[config.mk]
export PLATFORM = sky130hd
export DESIGN_NAME = pie_enable_two
export DESIGN_NICKNAME = d
export VERILOG_FILES = /design/src/pkg/pie_pkg.sv /design/src/verilog/pie_enable_two.sv
export VERILOG_INCLUDE_DIRS = /design/src /design/src/pkg
export SDC_FILE = /design/constraint.sdc
export NUM_CORES = 1
export LEC_CHECK = 0
export BUFFER_PORTS_ARGS = -buffer_cell sky130_fd_sc_hd__buf_2
export CORE_AREA = 2 2 109 111
export CTS_CLUSTER_SIZE = 28
export DETAILED_ROUTE_END_ITERATION = 8
export DIE_AREA = 0 0 111 113
export PLACE_DENSITY = 0.64
export SLEW_MARGIN = 20
export SYNTH_ARGS = -nofsm -noshare
export SYNTH_HDL_FRONTEND = slang
export SYNTH_SLANG_ARGS = --single-unit
export TNS_END_PERCENT = 10
[constraint.sdc]
create_clock -name core_clk_in -period 2.33 [get_ports core_clk_in]
set_input_delay 0.3495 -clock core_clk_in [delete_from_list [all_inputs] [get_ports core_clk_in]]
set_output_delay 0.3495 -clock core_clk_in [all_outputs]
set_load 0.01 [all_outputs]
[src/pkg/pie_defs.svh]
// register offsets, field positions, reset values for the second enable register
`ifndef PIE_DEFS_SVH
`define PIE_DEFS_SVH
`define PIE_EN_OFFSET 16'hE20C
`define PIE_ST_OFFSET 16'hE280
`define PIE_RAW_OFFSET 16'hE284
`define PIE_PEND_OFFSET 16'hE288
`define PIE_SRC_W 26
`define PIE_EN_RESET 26'h0000000
`define PIE_ST_RESET 26'h0000000
`define PIE_RSVD_ZERO 6'h00
`define PIE_B_U4_LINE 25
`define PIE_B_U4_RX 24
`define PIE_B_U4_TXE 23
`define PIE_B_U3_LINE 22
`define PIE_B_U3_RX 21
`define PIE_B_U3_TXE 20
`define PIE_B_U2_LINE 19
`define PIE_B_U2_RX 18
`define PIE_B_U2_TXE 17
`define PIE_B_U1_MODEM 16
`define PIE_B_U1_LINE 15
`define PIE_B_U1_RX 14
`define PIE_B_U1_TXE 13
`define PIE_B_MGMT 12
`define PIE_B_SPI 11
`define PIE_B_AUD_TX 10
`define PIE_B_AUD_RX 9
`define PIE_B_TWO_WIRE 8
`define PIE_B_TIMER1 7
`define PIE_B_TIMER0 6
`define PIE_B_EXT3 5
`define PIE_B_EXT2 4
`define PIE_B_EXT1 3
`define PIE_B_EXT0 2
`define PIE_B_CC_TX 1
`define PIE_B_CC_RX 0
`endif

[src/pkg/pie_pkg.sv]
// types shared by the second interrupt enable block
package pie_pkg;
    // enable fields, most significant first
    typedef struct packed {
        logic uart_four_line_err_en;
        logic uart_four_rx_level_en;
        logic uart_four_tx_empty_en;
        logic uart_three_line_err_en;
        logic uart_three_rx_level_en;
        logic uart_three_tx_empty_en;
        logic uart_two_line_err_en;
        logic uart_two_rx_level_en;
        logic uart_two_tx_empty_en;
        logic uart_one_modem_en;
        logic uart_one_line_err_en;
        logic uart_one_rx_level_en;
        logic uart_one_tx_empty_en;
        logic mgmt_serial_irq_en;
        logic serial_periph_irq_en;
        logic audio_tx_irq_en;
        logic audio_rx_irq_en;
        logic two_wire_irq_en;
        logic timer_one_irq_en;
        logic timer_zero_irq_en;
        logic ext_irq_three_en;
        logic ext_irq_two_en;
        logic ext_irq_one_en;
        logic ext_irq_zero_en;
        logic comm_chan_tx_en;
        logic comm_chan_rx_en;
    } pie_enable_s;
    // one register access as seen by the decoder
    typedef struct packed {
        logic wr;
        logic rd;
        logic [31:0] wdata;
    } pie_access_s;
endpackage

[src/verilog/pie_enable_two.sv]
// second interrupt enable register with sticky status and level interrupt
//
// Added by the designer: strobed register access.
`timescale 1ns/100ps
`include "pie_defs.svh"

module pie_enable_two
#(
    parameter int ADDR_W = 16
)
(
    input wire logic core_clk_in,
    input wire logic rst_in,
    input wire logic [ADDR_W-1:0] addr_in,
    input wire logic [31:0] wr_data_in,
    input wire logic wr_in,
    input wire logic rd_in,
    input wire logic [`PIE_SRC_W-1:0] src_in,
    output logic [31:0] rd_data_out,
    output logic [`PIE_SRC_W-1:0] en_vec_out,
    output logic irq_out
);

    ////////////////////////////////////////////////////////////////////////////
    // elaboration check
    generate
        if (ADDR_W < 16 || ADDR_W > 32)
        begin : g_bad_addr
            $error("ADDR_W must lie between 16 and 32");
        end
    endgenerate

    ////////////////////////////////////////////////////////////////////////////
    // declarations
    pie_pkg::pie_enable_s en_reg;
    pie_pkg::pie_enable_s en_next;
    pie_pkg::pie_access_s acc;
    logic [`PIE_SRC_W-1:0] status_reg;
    logic [`PIE_SRC_W-1:0] status_next;
    logic [`PIE_SRC_W-1:0] src_prev_reg;
    logic [`PIE_SRC_W-1:0] src_edge;
    logic [`PIE_SRC_W-1:0] pending;
    logic [31:0] rd_data_reg;
    logic [31:0] rd_data_next;
    logic irq_reg;
    logic sel_en;
    logic sel_st;
    logic sel_raw;
    logic sel_pend;

    ////////////////////////////////////////////////////////////////////////////
    // address decode
    assign acc = '{wr: wr_in, rd: rd_in, wdata: wr_data_in};
    assign sel_en = (addr_in == ADDR_W'(`PIE_EN_OFFSET));
    assign sel_st = (addr_in == ADDR_W'(`PIE_ST_OFFSET));
    assign sel_raw = (addr_in == ADDR_W'(`PIE_RAW_OFFSET));
    assign sel_pend = (addr_in == ADDR_W'(`PIE_PEND_OFFSET));

    ////////////////////////////////////////////////////////////////////////////
    // enable register next value, one field per bit
    always_comb
    begin
        en_next = en_reg;
        if (acc.wr && sel_en)
        begin
            en_next.uart_four_line_err_en = acc.wdata[`PIE_B_U4_LINE];
            en_next.uart_four_rx_level_en = acc.wdata[`PIE_B_U4_RX];
            en_next.uart_four_tx_empty_en = acc.wdata[`PIE_B_U4_TXE];
            en_next.uart_three_line_err_en = acc.wdata[`PIE_B_U3_LINE];
            en_next.uart_three_rx_level_en = acc.wdata[`PIE_B_U3_RX];
            en_next.uart_three_tx_empty_en = acc.wdata[`PIE_B_U3_TXE];
            en_next.uart_two_line_err_en = acc.wdata[`PIE_B_U2_LINE];
            en_next.uart_two_rx_level_en = acc.wdata[`PIE_B_U2_RX];
            en_next.uart_two_tx_empty_en = acc.wdata[`PIE_B_U2_TXE];
            en_next.uart_one_modem_en = acc.wdata[`PIE_B_U1_MODEM];
            en_next.uart_one_line_err_en = acc.wdata[`PIE_B_U1_LINE];
            en_next.uart_one_rx_level_en = acc.wdata[`PIE_B_U1_RX];
            en_next.uart_one_tx_empty_en = acc.wdata[`PIE_B_U1_TXE];
            en_next.mgmt_serial_irq_en = acc.wdata[`PIE_B_MGMT];
            en_next.serial_periph_irq_en = acc.wdata[`PIE_B_SPI];
            en_next.audio_tx_irq_en = acc.wdata[`PIE_B_AUD_TX];
            en_next.audio_rx_irq_en = acc.wdata[`PIE_B_AUD_RX];
            en_next.two_wire_irq_en = acc.wdata[`PIE_B_TWO_WIRE];
            en_next.timer_one_irq_en = acc.wdata[`PIE_B_TIMER1];
            en_next.timer_zero_irq_en = acc.wdata[`PIE_B_TIMER0];
            en_next.ext_irq_three_en = acc.wdata[`PIE_B_EXT3];
            en_next.ext_irq_two_en = acc.wdata[`PIE_B_EXT2];
            en_next.ext_irq_one_en = acc.wdata[`PIE_B_EXT1];
            en_next.ext_irq_zero_en = acc.wdata[`PIE_B_EXT0];
            en_next.comm_chan_tx_en = acc.wdata[`PIE_B_CC_TX];
            en_next.comm_chan_rx_en = acc.wdata[`PIE_B_CC_RX];
        end
    end

    // enable register, write bits 31..26 have no storage
    always_ff @(posedge core_clk_in)
    begin
        if (rst_in)
        begin
            en_reg <= `PIE_EN_RESET;
        end
        else
        begin
            en_reg <= en_next;
        end
    end

    ////////////////////////////////////////////////////////////////////////////
    // source edge detect; sources share this clock so no synchroniser
    assign src_edge = src_in & ~src_prev_reg;

    always_ff @(posedge core_clk_in)
    begin
        if (rst_in)
        begin
            src_prev_reg <= `PIE_ST_RESET;
        end
        else
        begin
            src_prev_reg <= src_in;
        end
    end

    ////////////////////////////////////////////////////////////////////////////
    // sticky status, cleared by a read; a new edge in that cycle survives
    always_comb
    begin
        status_next = status_reg;
        if (acc.rd && sel_st)
        begin
            status_next = '0;
        end
        status_next = status_next | src_edge;
    end

    always_ff @(posedge core_clk_in)
    begin
        if (rst_in)
        begin
            status_reg <= `PIE_ST_RESET;
        end
        else
        begin
            status_reg <= status_next;
        end
    end

    ////////////////////////////////////////////////////////////////////////////
    // interrupt line, registered, high the cycle after any enabled status bit is set
    assign pending = status_reg & en_reg;

    always_ff @(posedge core_clk_in)
    begin
        if (rst_in)
        begin
            irq_reg <= 1'b0;
        end
        else
        begin
            irq_reg <= |pending;
        end
    end

    ////////////////////////////////////////////////////////////////////////////
    // read mux, unmapped addresses and reserved bits read zero
    always_comb
    begin
        rd_data_next = 32'h00000000;
        if (acc.rd)
        begin
            if (sel_en)
            begin
                rd_data_next = {`PIE_RSVD_ZERO, en_reg};
            end
            else if (sel_st)
            begin
                rd_data_next = {`PIE_RSVD_ZERO, status_reg};
            end
            else if (sel_raw)
            begin
                rd_data_next = {`PIE_RSVD_ZERO, src_prev_reg};
            end
            else if (sel_pend)
            begin
                rd_data_next = {`PIE_RSVD_ZERO, pending};
            end
        end
    end

    // read data stands only in the cycle after the strobe
    always_ff @(posedge core_clk_in)
    begin
        if (rst_in)
        begin
            rd_data_reg <= 32'h00000000;
        end
        else
        begin
            rd_data_reg <= rd_data_next;
        end
    end

    ////////////////////////////////////////////////////////////////////////////
    // outputs straight from flops
    assign rd_data_out = rd_data_reg;
    assign en_vec_out = en_reg;
    assign irq_out = irq_reg;
endmodule

==> results.json <==
{
  "status": "complete, no violations",
  "p_clk_share_pct": 40.1,
  "syn_area_um2": 4457,
  "wl_per_cell_um": 17.88,
  "pwr-share-seq_pct": 50.9,
  "cp.arrival_ps": 2040,
  "vias": 3953,
  "max_stage_delay_ps": 740,
  "placed_cells": 712,
  "grt_max_degree": 53,
  "synthCells": 470,
  "yosysWarnings": 0,
  "avgSynthCellArea_um2": 9.482,
  "relSlewSlack_pct": 65.26,
  "cap_viol_max_count": 0,
  "dpl.hpwl_um": 8791,
  "first_pass_iters": 5,
  "cts_setup_buffers": 0,
  "viasPerCell": 5.437,
  "cts_tree": "done",
  "antenna_cells": 0,
  "critPathSlowestCell": "or4_4",
  "clk_pin_slew_ps": 70,
  "power.switching_w": 0.0009109,
  "yosys.area.top_type": "dfxtp_1",
  "setup_viol": 0,
  "hold_class": "in -> reg",
  "layout_min_cycle_time_ps": 1833,
  "vdd_drop_max_mv": 0.3331,
  "syn_to_final_growth_pct": 22.40,
  "synth-seq-area-share_pct": 47.16,
  "core_um2": 11270,
  "grt_pass1_wl_um": 20580,
  "die_area_um2": 12540,
  "max_freq_mhz": 545.6,
  "grt_antenna_before_repair": 1,
  "final_cells": 727,
  "postCtsHoldBufs": 0,
  "dieWidth_um": 111,
  "cts_buffer_depth": 2,
  "worstPathCellList": "buf_2 -> or4_4 -> or4_4 -> o21ai_1 -> a21oi_1",
  "crit_top_cell": "or4_4",
  "ios": 137,
  "cts_resized": 0,
  "crit_required_ps": 2540,
  "numClockSinks": 105,
  "worst_slew_pin_slew_ps": 521.1,
  "r2r_slack_ps": 1040,
  "grt_pass1_vias": 3967,
  "leakage_nw": 2.432,
  "die_y_um": 113,
  "rows": 39,
  "cp-end-kind": "register",
  "ys_ff_latch": 105,
  "grt_usage_pct": 20.46,
  "place_area_um2": 5162,
  "cts_made_buffers": 9,
  "total_power_w": 0.003779,
  "floorplan.initialDensity_pct": 39.54,
  "drc": 0,
  "nets": 658,
  "p_comb_share_pct": 8.9,
  "swShare_pct": 24.11,
  "setup-tns-final_ps": 0,
  "grt.overflow.total": 0,
  "min_period_over_period_pct": 78.66,
  "synth_edf_count": 0,
  "pre_cts_ws_ps": 147.2,
  "synth_cell_types": 34,
  "synthFlopType": "dfxtp_1",
  "synth_area_leaders": "dfxtp_1 47%, nand3_1 8.9%, mux2_2 6.6%",
  "drv_slew": 0,
  "io_buffers": 124,
  "setup_slack_ps": 497.1,
  "rsz0062_at_grt": "false",
  "synth.top_cell.area_share_pct": 47.16,
  "critPathKind": "in -> reg",
  "async_flop_share_pct": 0,
  "whs_path_depth": 3,
  "crit_fanout": 26,
  "nFillCells": 1096,
  "drive_above_1_share_pct": 32.71,
  "power_density_nw_per_um2": 692.7,
  "h-tree-depth": 3,
  "intPower_w": 0.002868,
  "r2r.worst_path.cells": 3,
  "dr.first_iter.drc_count": 295,
  "insertion_delay_ps": 340,
  "hold_viol": 0,
  "cts_root_buf": "clkbuf_16",
  "ant_nets": 0,
  "place.gp.congestion": 0.7785,
  "fin_worst_skew_ps": 8.785,
  "stdcell_area_um2": 5455,
  "wl_um": 13000,
  "cp-start-kind": "primary input"
}
## synthesized netlist by cell type, types with 2 or more instances
| library cell | n |
|---|---|
| dlygate4sd1_1 | 2 |
| buf_4 | 8 |
| buf_6 | 3 |
| nor2b_1 | 28 |
| a221oi_1 | 3 |
| a21oi_1 | 52 |
| clkbuf_1 | 20 |
| a22oi_1 | 7 |
| buf_2 | 8 |
| inv_1 | 27 |
| nor4_4 | 2 |
| a22o_1 | 29 |
| o21ai_1 | 26 |
| or4_4 | 2 |
| dfxtp_1 | 105 |
| buf_8 | 2 |
| nand3_1 | 79 |
| mux2_2 | 26 |
| a21o_1 | 26 |
## per-layer routing
metal  up-vias  track usage (%)  wire [um]
li1       1883                -          -
met1      1896            26.17       5639
met2       160            35.17       6255
met3        14            3.589        961
met4         0            6.917        142
met5         -                0          0
## power by group through the flow
stage	clock network, W	logic, W	registers [W]
detailed placement	0	0.000335	0.00196
global placement	0	0.000327	0.00196
global route	0.00161	0.000368	0.00193
floorplan	0	0.000226	0.00194
finish	0.00152	0.000338	0.00192
CTS	0.00153	0.000338	0.00192
## kinds of logic after synthesis
family / Yosys count / synth area share [%]
AND/OR/NAND/NOR: 122 / 16.90
buffers and inverters: 71 / 8.113
flip-flops: 105 / 47.16
multiplexers: 26 / 6.569
AO/OA/AOI/OAI: 145 / 21.17
other: 1 / 0.08414
## worst max-delay path: cells and delay by family
kind / cells / cell delay [ps]
buffers and inverters: 1 / 90
AO/OA/AOI/OAI: 2 / 270
AND/OR/NAND/NOR: 2 / 1320
## area by class of cell
class                   instances  area [um^2]  share of cell area (%)
repair buffers                138        763.2                   13.99
clock inverters                 6        67.56                   1.239
multi-input cells             299         2017                   36.97
well taps                     143        178.9                   3.280
clock buffers                   9        225.2                   4.128
flip-flops and latches        105         2102                   38.53
inverters                      27        101.3                   1.858
## metrics by stage
stage          util [%]  hold WS, ps
2_1_floorplan         -        457.0
3_3_place_gp      45.80        462.6
3_5_place_dp      45.80        471.5
4_1_cts           48.40        254.6
5_1_grt           48.40        257.9
6_report          48.40        262.7
## final timing paths
check,startpoint,endpoint
worst max-delay path,addr_in[1],en_vec_out[15]
worst min-delay path,wr_data_in[13],en_vec_out[13]
worst max register to register,status_reg[20],irq_out
worst min register to register,src_prev_reg[12],status_reg[12]
## placed cells by master, fill, tap and decap left out, drive strengths merged, types with 2 or more instances in the layout
| cell | instances |
|---|---|
| a21o | 26 |
| a21oi | 52 |
| a221oi | 3 |
| a22o | 29 |
| a22oi | 7 |
| a41oi | 2 |
| buf | 138 |
| clkbuf | 9 |
| clkinv | 2 |
| conb | 6 |
| dfxtp | 105 |
| inv | 29 |
| mux2 | 26 |
| nand3 | 79 |
| nor2b | 28 |
| nor4 | 3 |
| o21ai | 26 |
| or4 | 2 |
(Power assumes the default switching activity.)
